File: src/include/asram_pkg.sv
// package: constants, states and carriers for the async sram host controller
package asram_pkg;

  // ----------------------------------------------------------------
  // widths and clock
  // ----------------------------------------------------------------
  localparam int ADDR_W = 17;
  localparam int DATA_W = 16;
  localparam int LANE_W = 8;
  localparam int CLK_PERIOD_NS = 50;
  localparam int SYNC_STAGES = 2;

  // ----------------------------------------------------------------
  // device timing in ns
  // ----------------------------------------------------------------
  localparam int T_ACC_NS = 85;
  localparam int T_WP_NS = 60;
  localparam int T_HZ_NS = 30;
  localparam int T_REC_NS = 100;

  // least time rounded up to whole cycles, never below one
  function automatic int cyc_min(input int ns);
    int c;
    c = (ns + CLK_PERIOD_NS - 1) / CLK_PERIOD_NS;
    return (c < 1) ? 1 : c;
  endfunction

  localparam int ACC_CYC = cyc_min(T_ACC_NS);
  localparam int WP_CYC = cyc_min(T_WP_NS);
  localparam int HZ_CYC = cyc_min(T_HZ_NS);
  localparam int REC_CYC = cyc_min(T_REC_NS);
  localparam int RD_CYC = ACC_CYC + SYNC_STAGES;

  // ----------------------------------------------------------------
  // states and carriers
  // ----------------------------------------------------------------
  typedef enum logic [3:0] {
    ST_IDLE,
    ST_RD,
    ST_TURN,
    ST_WR_SETUP,
    ST_WR_PULSE,
    ST_WR_END,
    ST_RETAIN,
    ST_RECOVER
  } asram_state_t;

  typedef struct packed {
    logic select_active_low;
    logic select_active_high;
    logic output_drive_enable_n;
    logic write_strobe_n;
    logic lower_lane_enable_n;
    logic upper_lane_enable_n;
    logic [ADDR_W-1:0] word_address;
    logic [DATA_W-1:0] data_lanes_o;
    logic data_lanes_oe;
  } asram_pins_t;

  typedef struct packed {
    asram_state_t st;
    logic [3:0] cnt;
    asram_pins_t pins;
    logic [DATA_W-1:0] sync1;
    logic [DATA_W-1:0] sync2;
    logic [DATA_W-1:0] rdata;
    logic resp_valid;
  } asram_regs_t;

  localparam asram_pins_t PINS_IDLE = '{
    select_active_low: 1'b1,
    select_active_high: 1'b0,
    output_drive_enable_n: 1'b1,
    write_strobe_n: 1'b1,
    lower_lane_enable_n: 1'b1,
    upper_lane_enable_n: 1'b1,
    word_address: 17'h0_0000,
    data_lanes_o: 16'h0000,
    data_lanes_oe: 1'b0
  };

  localparam asram_regs_t REGS_RESET = '{
    st: ST_IDLE,
    cnt: 4'h0,
    pins: PINS_IDLE,
    sync1: 16'h0000,
    sync2: 16'h0000,
    rdata: 16'h0000,
    resp_valid: 1'b0
  };

endpackage
File: src/design/asram_host.sv
// host controller driving an asynchronous 16-bit static memory by its pins
// ----------------------------------------------------------------
// Contract
// two byte lanes, each with own enable
// lower read: selects, drive low, lower lane
// upper read: selects, drive low, upper lane
// full read: both lanes enabled, strobe high
// drive enable high floats device lanes
// lower write: strobe low, lower lane only
// upper write: strobe low, upper lane only
// full write: strobe low, both lanes
// host times write by one pulsed control
// capture only while all write controls asserted
// any deselect condition floats device lanes
// never drive lanes the device drives
// deselect means standby, retention only
// standby ignores every other input
// retention: no access until recovery done
// strobe low overrides drive enable, no output
// strobe stays high during read
// unselected lane keeps its contents
// 17-bit address held through access
// ----------------------------------------------------------------
`timescale 1ns/1ps
module asram_host
  import asram_pkg::*;
(
  input wire logic clk,
  input wire logic srst,
  input wire logic req_valid,
  output logic req_ready,
  input wire logic req_write,
  input wire logic [1:0] req_lanes,
  input wire logic [ADDR_W-1:0] req_addr,
  input wire logic [DATA_W-1:0] req_wdata,
  output logic resp_valid,
  output logic [DATA_W-1:0] resp_rdata,
  input wire logic retain_req,
  output logic retain_active,
  output logic select_active_low,
  output logic select_active_high,
  output logic output_drive_enable_n,
  output logic write_strobe_n,
  output logic lower_lane_enable_n,
  output logic upper_lane_enable_n,
  output logic [ADDR_W-1:0] word_address,
  input wire logic [DATA_W-1:0] data_lanes_i,
  output logic [DATA_W-1:0] data_lanes_o,
  output logic data_lanes_oe
);

  asram_regs_t r;
  asram_regs_t n;

  // ----------------------------------------------------------------
  // sequencer
  // ----------------------------------------------------------------
  always_comb begin
    n = r;
    n.resp_valid = 1'b0;
    n.sync1 = data_lanes_i;
    n.sync2 = r.sync1;
    case (r.st)
      ST_IDLE: begin
        n.cnt = 4'h0;
        if (retain_req) begin
          n.pins = PINS_IDLE;
          n.st = ST_RETAIN;
        end else if (req_valid) begin
          n.pins.word_address = req_addr;
          n.pins.lower_lane_enable_n = ~req_lanes[0];
          n.pins.upper_lane_enable_n = ~req_lanes[1];
          n.pins.select_active_low = 1'b0;
          n.pins.select_active_high = 1'b1;
          if (req_write) begin
            n.pins.data_lanes_o = req_wdata;
            n.pins.data_lanes_oe = 1'b1;
            n.st = ST_WR_SETUP;
          end else begin
            n.pins.output_drive_enable_n = 1'b0;
            n.pins.write_strobe_n = 1'b1;
            n.pins.data_lanes_oe = 1'b0;
            n.st = ST_RD;
          end
        end
      end
      ST_RD: begin
        n.cnt = r.cnt + 4'h1;
        if (r.cnt == 4'(RD_CYC - 1)) begin
          // unselected lane reads as zero
          n.rdata[DATA_W-1:LANE_W] = r.pins.upper_lane_enable_n ?
            8'h00 : r.sync2[DATA_W-1:LANE_W];
          n.rdata[LANE_W-1:0] = r.pins.lower_lane_enable_n ?
            8'h00 : r.sync2[LANE_W-1:0];
          n.resp_valid = 1'b1;
          n.pins = PINS_IDLE;
          n.pins.word_address = r.pins.word_address;
          n.cnt = 4'h0;
          n.st = ST_TURN;
        end
      end
      ST_TURN: begin
        // let the device float before anyone drives
        n.cnt = r.cnt + 4'h1;
        if (r.cnt == 4'(HZ_CYC - 1)) begin
          n.st = ST_IDLE;
        end
      end
      ST_WR_SETUP: begin
        n.pins.write_strobe_n = 1'b0;
        n.cnt = 4'h0;
        n.st = ST_WR_PULSE;
      end
      ST_WR_PULSE: begin
        n.cnt = r.cnt + 4'h1;
        if (r.cnt == 4'(WP_CYC - 1)) begin
          n.pins.write_strobe_n = 1'b1;
          n.st = ST_WR_END;
        end
      end
      ST_WR_END: begin
        n.pins = PINS_IDLE;
        n.pins.word_address = r.pins.word_address;
        n.resp_valid = 1'b1;
        n.st = ST_IDLE;
      end
      ST_RETAIN: begin
        n.pins = PINS_IDLE;
        n.cnt = 4'h0;
        if (!retain_req) begin
          n.st = ST_RECOVER;
        end
      end
      ST_RECOVER: begin
        n.cnt = r.cnt + 4'h1;
        if (r.cnt == 4'(REC_CYC - 1)) begin
          n.st = ST_IDLE;
        end
      end
      default: begin
        n = REGS_RESET;
      end
    endcase
  end

  always_ff @(posedge clk) begin
    if (srst) begin
      r <= REGS_RESET;
    end else begin
      r <= n;
    end
  end

  // ----------------------------------------------------------------
  // outputs
  // ----------------------------------------------------------------
  assign req_ready = (r.st == ST_IDLE) && !retain_req;
  assign resp_valid = r.resp_valid;
  assign resp_rdata = r.rdata;
  assign retain_active = (r.st == ST_RETAIN);
  assign select_active_low = r.pins.select_active_low;
  assign select_active_high = r.pins.select_active_high;
  assign output_drive_enable_n = r.pins.output_drive_enable_n;
  assign write_strobe_n = r.pins.write_strobe_n;
  assign lower_lane_enable_n = r.pins.lower_lane_enable_n;
  assign upper_lane_enable_n = r.pins.upper_lane_enable_n;
  assign word_address = r.pins.word_address;
  assign data_lanes_o = r.pins.data_lanes_o;
  assign data_lanes_oe = r.pins.data_lanes_oe;
endmodule

File: config.mk
export PLATFORM = sky130hd
export DESIGN_NAME = asram_host
export DESIGN_NICKNAME = d
export VERILOG_FILES = /design/src/include/asram_pkg.sv /design/src/design/asram_host.sv
export SDC_FILE = /design/constraint.sdc
export NUM_CORES = 1
export LEC_CHECK = 0
export ABC_AREA = 1
export BUFFER_PORTS_ARGS = -buffer_cell sky130_fd_sc_hd__buf_4
export CAP_MARGIN = 20
export CORE_ASPECT_RATIO = 1.4
export CORE_UTILIZATION = 45
export DETAILED_ROUTE_END_ITERATION = 10
export GPL_ROUTABILITY_DRIVEN = 0
export GPL_TIMING_DRIVEN = 0
export PLACE_DENSITY = 0.75
export SLEW_MARGIN = 10
export SYNTH_ARGS = -nofsm -noshare
export SYNTH_HDL_FRONTEND = slang
export SYNTH_SLANG_ARGS = --single-unit
export TNS_END_PERCENT = 30
File: constraint.sdc
create_clock -name clk -period 1.35 [get_ports clk]
set_input_delay 0.135 -clock clk [delete_from_list [all_inputs] [get_ports clk]]
set_output_delay 0.135 -clock clk [all_outputs]
set_load 0.05 [all_outputs]
==> key figures, run 1 <==
Run status
  – Status: complete, but fails checks
  – Failing checks: hold timing, setup timing

Floorplan
  – Core Region: 0.009459 mm^2
  – Cell row count: 42
  – Starting Density: 0.4657
  – Io pins: 115
  – Die Ht: 119.1 um
  – Die Area: 0.01020 mm^2
  – Die X: 85.63 um

Global routing
  – Total global-route track usage: 0.2063
  – Number of global-route vias before repair: 3629
  – First-pass GRT wire length: 16450 um
  – Largest net degree at the start of global routing: 19
  – Antenna violations before repair: 0
  – Total grt overflow: 0

Clocking
  – Total CTS buffers: 9
  – CTS H-Tree Depth: 3
  – CTS tree: done
  – Clock Path Buffers: 2
  – TritonCTS Sinks: 96
  – Clock slew at reported path FFs: 0.07 ns
  – Root Driver: clkbuf_16
  – Worst skew pair latency: 0.35 ns

Worst hold path
  – Hold Path Depth: 3
  – Hold Path End: r[33]
  – HP Class: in -> reg
  – Hold_sp: data_lanes_i[0]

Synthesis
  – Multiplexer share of the synthesized area: 0
  – Asr flop ratio synth: 0
  – Most used DFF post-synth: dfxtp_1
  – Post-synthesis adder-cell area fraction: 0.008520
  – Post-synthesis cell area: 0.004405 mm^2
  – Post-synth cell types: 30
  – Syn Nets: 598
  – Post-Synth XOR/XNOR Area: 0.003976
  – Post-synth EDFFs: 0
  – Largest family of logic cells by synthesized area: simple AND/OR/NAND/NOR gates
  – Register area share after synthesis: 0.4362
  – Synth Area in Compound Gates: 0.06248
  – Synth Register Bits: 96
  – Synth Area in Simple Gates: 0.3138
  – Yosys Warn Count: 0
  – Post-synthesis average cell area: 8.173 um^2
  – Gate Count Post-Synth: 539

STA
  – Max-slew violation count: 0
  – Final setup vio count: 63
  – Hold Slack: -0.006342 ns
  – Final Hold Fails: 3
  – FMAX: 642.6 MHz
  – Final setup margin: -0.2062 ns
  – Max_slew headroom: 0.5351
  – RSZ-0062 raised after global routing: true
  – Final min period: 1.556 ns
  – Worst-Margin Slew: 0.6974 ns
  – Final period utilization: 1.153
  – Setup Skew: 0.006062 ns
  – TNS Setup: -7.907 ns

Critical path
  – RR Endpoint: data_lanes_oe
  – Data required, critical path: 1.22 ns
  – Worst R2R Start: r[94]
  – R2r setup slk: -0.19 ns
  – Critical path class: reg -> out
  – Critical Path Slowest Stage Cell: dfxtp_2
  – Data arrival time of the worst path: 1.42 ns
  – CP startpoint kind: register
  – Crit-path cells: buf_6 > nor2_8 > nand2_8 > nor2_8 > buf_8 > buf_8
  – CP top delay family: buffers and inverters
  – WP buf/inv: 3
  – Reg2reg path depth: 11
  – CP max stage delay: 0.32 ns
  – Critical path endpoint category: output pin
  – Crit-path max FO: 5

Finish
  – Area added between synthesis and finish: 44.53%
  – N_diodes: 0
  – Layout cell share with drive strength beyond 1: 0.4537
  – Total Nets Final: 766
  – Non-Filler Instances: 822

Place
  – Buffers added on ports: 114
  – DPL Wire Length: 7033 um
  – Dpl cells: 763

Power and ir drop
  – Combinational power share: 0.589
  – Clock share of power: 0.159
  – Leakage: 3.084 nW
  – VDD IR-drop max: 1.049 mV
  – Cell Pwr Density: 2463 mW/mm^2
  – Sw Ratio: 0.4498
  – Sequential Power Share: 0.252
  – Switch Pwr: 0.007053 W
  – Internal Power: 0.008628 W

Drt
  – Drt drc: 0
  – Via density per instance: 4.776
  – Drt wl/cell: 13.54 um
  – DRT Wirelength: 11130 um
  – Initial detailed-routing violation count: 162
  – Number of routed nets with antenna violations: 0
  – Vias: 3926
  – Initial DRT Pass Iterations: 4

Run
  – Total of max-cap violations: 0
power by group through the flow:
stage / Clock, W / Sequential, W / Combinational (W)
floorplan: 0 / 0.00409 / 0.00567
global placement: 0 / 0.00384 / 0.00744
detailed placement: 0 / 0.00387 / 0.00754
CTS: 0.00253 / 0.00382 / 0.00843
global route: 0.00267 / 0.00402 / 0.00983
finish: 0.00250 / 0.00395 / 0.00923
cells in the final DEF, fill, tap and decap left out, types with 11 or more instances in the layout:
| cell type | count |
|---|---|
| nand2_1 | 69 |
| nor2_2 | 17 |
| inv_1 | 42 |
| clkbuf_16 | 11 |
| nand4_1 | 18 |
| a21oi_1 | 37 |
| dfxtp_1 | 91 |
| buf_6 | 14 |
| buf_4 | 182 |
| dlygate4sd3_1 | 13 |
| nand3_2 | 13 |
| nor2_1 | 85 |
cell families after synthesis:
| kind of cell | count (synthesis) |
|---|---|
| compound gates | 55 |
| xor+xnor | 2 |
| fa+ha+maj | 3 |
| buf+inv | 125 |
| flops | 96 |
| simple gates | 258 |
worst max path at each step:
stage	from	end	slack, ns	depth (start not counted)
6_report	r[93]	req_ready	-0.21	6
4_1_cts	r[93]	req_ready	-0.20	6
3_3_place_gp	r[91]	resp_rdata[11]	-0.16	7
2_1_floorplan	r[94]	data_lanes_o[10]	-0.01	10
3_5_place_dp	r[91]	resp_rdata[11]	-0.19	7
5_1_grt	r[95]	upper_lane_enable_n	-0.31	9
registers in the layout, indices dropped and copies added (netlist names):
name / cells
r: 39
word_address: 17
data_lanes_o: 16
resp_rdata: 16
data_lanes_oe: 1
lower_lane_enable_n: 1
output_drive_enable_n: 1
resp_valid: 1
select_active_high: 1
select_active_low: 1
upper_lane_enable_n: 1
write_strobe_n: 1
synthesized netlist by cell type (4+ instances only):
library cell / number / area share
dfxtp_1: 96 / 0.44
nor2_1: 96 / 0.082
nand2_1: 73 / 0.062
buf_4: 52 / 0.089
inv_1: 44 / 0.037
a21oi_1: 42 / 0.048
nand4_1: 18 / 0.026
nand3_1: 14 / 0.016
nor2_2: 12 / 0.017
nor3_2: 10 / 0.023
o21ai_0: 10 / 0.011
buf_6: 9 / 0.023
nand3_2: 8 / 0.018
nor3_1: 7 / 0.0080
nand2_4: 6 / 0.015
inv_2: 5 / 0.0043
buf_1: 4 / 0.0034
nor2_8: 4 / 0.018
layout make-up:
cell class                 count  area [um^2]
inverter                      52        215.2
clock buffer                  10        239.0
tap                          110        137.6
multi-input combinational    318         1891
buffer                        72        573.1
fill                         750         3092
sequential                    96         1933
timing repair buffer         158         1323
clock inverter                 6        56.30
routing by layer:
metal	vias to the layer above	track usage	routed length [um]
li1	1980	-	-
met1	1803	0.2241	4203
met2	113	0.3745	6074
met3	30	0.04920	499
met4	0	0.08958	348
met5	-	0	0
metrics by stage:
step	total power, W	utilization	cell area [um^2]	hold slack (ns)	setup slack, ns
final	0.01568	0.6731	6367	-0.006342	-0.2062
after global routing	0.01653	0.6731	6367	0.01103	-0.3053
after CTS	0.01477	0.6452	6103	0.0004704	-0.1980
after detailed placement	0.01141	0.5714	5405	0.3428	-0.1858
after global placement	0.01128	0.5714	5405	0.3341	-0.1617
after floorplan	0.009752	-	4412	0.2420	-0.01467
worst min-delay path: cells and delay by family:
kind / cells / cell delay, ns
buffers and inverters: 2 / 0.11
AND/OR/NAND/NOR: 1 / 0.07
repair_timing:
action | CTS | global route
setup buffers | 18 | 10
endpoints found under the hold margin | 13 | 0
pin swaps | 17 | 25
resized for setup | 22 | 53
cloned | 1 | 2
endpoints found under the setup margin | 56 | 66
hold buffers | 13 | 0
Power figures use the tool's default switching activity.
==> run 2: changes to the inputs <==
- CORE_UTILIZATION: 45 -> 48
- PLACE_DENSITY: 0.75 -> 0.79
==> key figures, run 2 (same netlist as run 1, synthesis figures left out) <==
Global routing
  – Antenna violations before repair: 0 (unchanged)
  – Largest net degree at the start of global routing: 18 (was 19)
  – Total global-route track usage: 0.2134 (was 0.2063)
  – First-pass GRT wire length: 16460 um (was 16450 um)
  – Total grt overflow: 0 (unchanged)
  – Number of global-route vias before repair: 3780 (was 3629)

Clocking
  – Clock Path Buffers: 2 (unchanged)
  – TritonCTS Sinks: 96 (unchanged)
  – Root Driver: clkbuf_16 (unchanged)
  – CTS H-Tree Depth: 3 (unchanged)
  – Total CTS buffers: 9 (unchanged)
  – CTS tree: done (unchanged)
  – Worst skew pair latency: 0.34 ns (was 0.35 ns)
  – Clock slew at reported path FFs: 0.07 ns (about the same)

STA
  – Max_slew headroom: 0.5222 (was 0.5351)
  – Final period utilization: 1.122 (was 1.153)
  – Final min period: 1.514 ns (was 1.556 ns)
  – Setup Skew: 0.006947 ns (was 0.006062 ns)
  – RSZ-0062 raised after global routing: true (unchanged)
  – Worst-Margin Slew: 0.7167 ns (was 0.6974 ns)
  – Final setup vio count: 62 (was 63)
  – Final setup margin: -0.1645 ns (was -0.2062 ns)
  – Max-slew violation count: 0 (unchanged)
  – TNS Setup: -6.384 ns (was -7.907 ns)
  – FMAX: 660.3 MHz (was 642.6 MHz)
  – Final Hold Fails: 0 (was 3)
  – Hold Slack: 0.0007237 ns (was -0.006342 ns)

Run status
  – Failing checks: setup timing (was hold timing, setup timing)
  – Status: complete, but fails checks (unchanged)

Critical path
  – Crit-path max FO: 7 (was 5)
  – Worst R2R Start: r[95] (was r[94])
  – Crit-path cells: buf_8 > clkinv_8 > nand2_4 > nor2_8 > nand2_8 > nand2_8 > buf_4 > nor2_4 > nand2_2 > nand2_1 > nand2_1 (was buf_6 > nor2_8 > nand2_8 > nor2_8 > buf_8 > buf_8)
  – CP max stage delay: 0.34 ns (was 0.32 ns)
  – CP startpoint kind: register (unchanged)
  – Crit path from: r[95] (was r[93])
  – Critical path endpoint category: register (was output pin)
  – Critical Path Slowest Stage Cell: dfxtp_2 (unchanged)
  – Data arrival time of the worst path: 1.76 ns (was 1.42 ns)
  – Critical path class: reg -> reg (was reg -> out)
  – Data required, critical path: 1.59 ns (was 1.22 ns)

Drt
  – Vias: 4001 (was 3926)
  – Metal-1 WL: 3889 um (was 4203 um)
  – DRT Wirelength: 10970 um (was 11130 um)
  – Initial detailed-routing violation count: 174 (was 162)
  – Routed wl met3: 484 um (was 499 um)
  – Via density per instance: 4.958 (was 4.776)
  – Top layer in use: met4 (unchanged)
  – Met2 routed WL: 6336 um (was 6074 um)
  – Drt wl/cell: 13.59 um (was 13.54 um)
  – Drt drc: 0 (unchanged)
  – Initial DRT Pass Iterations: 4 (unchanged)
  – Number of routed nets with antenna violations: 0 (unchanged)

Power and ir drop
  – Leakage: 3.025 nW (was 3.084 nW)
  – Cell Pwr Density: 2486 mW/mm^2 (was 2463 mW/mm^2)
  – VDD IR-drop max: 2.203 mV (was 1.049 mV)

Finish
  – Total Nets Final: 754 (was 766)
  – Number of flip-flops in the largest register: 39 (unchanged)
  – Layout cell share with drive strength beyond 1: 0.4400 (was 0.4537)
  – Most frequent cells in the layout: buf_4 (175), nor2_1 (93), dfxtp_1 (92) (was buf_4 (182), dfxtp_1 (91), nor2_1 (85))
  – Area added between synthesis and finish: 43.14% (was 44.53%)
  – Biggest register: r (unchanged)
  – N_diodes: 0 (unchanged)
  – Most common cell after layout, fill and taps aside: buf_4 (unchanged)
  – Util after Layout: 0.7024 (was 0.6731)
  – Fillers: 644 (was 750)

Floorplan
  – Core Region: 0.008977 mm^2 (was 0.009459 mm^2)
  – Cell row count: 41 (was 42)
  – Die Ht: 115.4 um (was 119.1 um)
  – Die X: 82.97 um (was 85.63 um)
  – Die Area: 0.009570 mm^2 (was 0.01020 mm^2)
  – Io pins: 115 (unchanged)
  – Starting Density: 0.4907 (was 0.4657)

Place
  – DPL Wire Length: 7030 um (was 7033 um)
  – Buffers added on ports: 114 (unchanged)

Worst hold path
  – Hold_sp: data_lanes_i[11] (was data_lanes_i[0])
  – HP Class: in -> reg (unchanged)

Run
  – Total of max-cap violations: 0 (unchanged)
## run 2: cell types whose count changed in the layout (fill, tap and decap cells not counted), moves of 5 or more
cell / change
a21oi_1: -6
nor2_1: +8
dlygate4sd3_1: -5
buf_4: -7
## run 2: timing repair
item                                    in CTS  in global routing
pin swaps                                   15                 21
resized for setup                           28                 47
gates cloned                                 2                  2
setup buffers                               12                  8
endpoints found under the setup margin      58                 66
endpoints found under the hold margin        8                  0
hold buffers                                 8                  0
## run 2: final timing paths
kind	endpoint	slack [ns]	cells after the start
worst max-delay path	output_drive_enable_n	-0.16	11
worst min register to register	r[17]	0.40	2
worst max register to register	output_drive_enable_n	-0.16	11
worst min-delay path	r[44]	0.0007	3
## run 2: per-layer routing
metal,vias to the layer above,track usage
li1,1964,-
met1,1892,0.2170
met2,120,0.4169
met3,25,0.03948
met4,0,0.1034
met5,-,0
## run 2: report_power, final
group | total [W] | leakage (nW) | switching (W) | internal (W)
sequential | 0.00388 | 0.790 | 0.000402 | 0.00347
combinational | 0.00903 | 2.08 | 0.00536 | 0.00367
clock | 0.00277 | 0.157 | 0.00112 | 0.00166
total | 0.0157 | 3.03 | 0.00688 | 0.00879
## run 2: worst max-delay path, delay by kind of cell, from the launching register on
family,cells,cell delay (ns)
buf+inv,3,0.40
flops,1,0.34
simple gates,8,0.66
## run 2: layout make-up
cell class,count,area (um^2),area share
plain buffers,72,578.1,0.09167
clock buffers,10,229.0,0.03631
inverters,52,227.7,0.03611
repair buffers,146,1225,0.1942
flip-flops and latches,96,1929,0.3060
well taps,107,133.9,0.02123
multi-input cells,318,1884,0.2988
clock inverters,6,98.84,0.01567
## run 2: metrics by stage
step           setup slack, ns  cell area, um^2  total power [W]  instances
2_1_floorplan         -0.01467             4412         0.009752        539
3_3_place_gp           -0.1688             5401          0.01126        760
3_5_place_dp           -0.2257             5401          0.01139        760
4_1_cts                -0.1740             6018          0.01481        798
5_1_grt                -0.2533             6306          0.01648        807
6_report               -0.1645             6306          0.01568        807
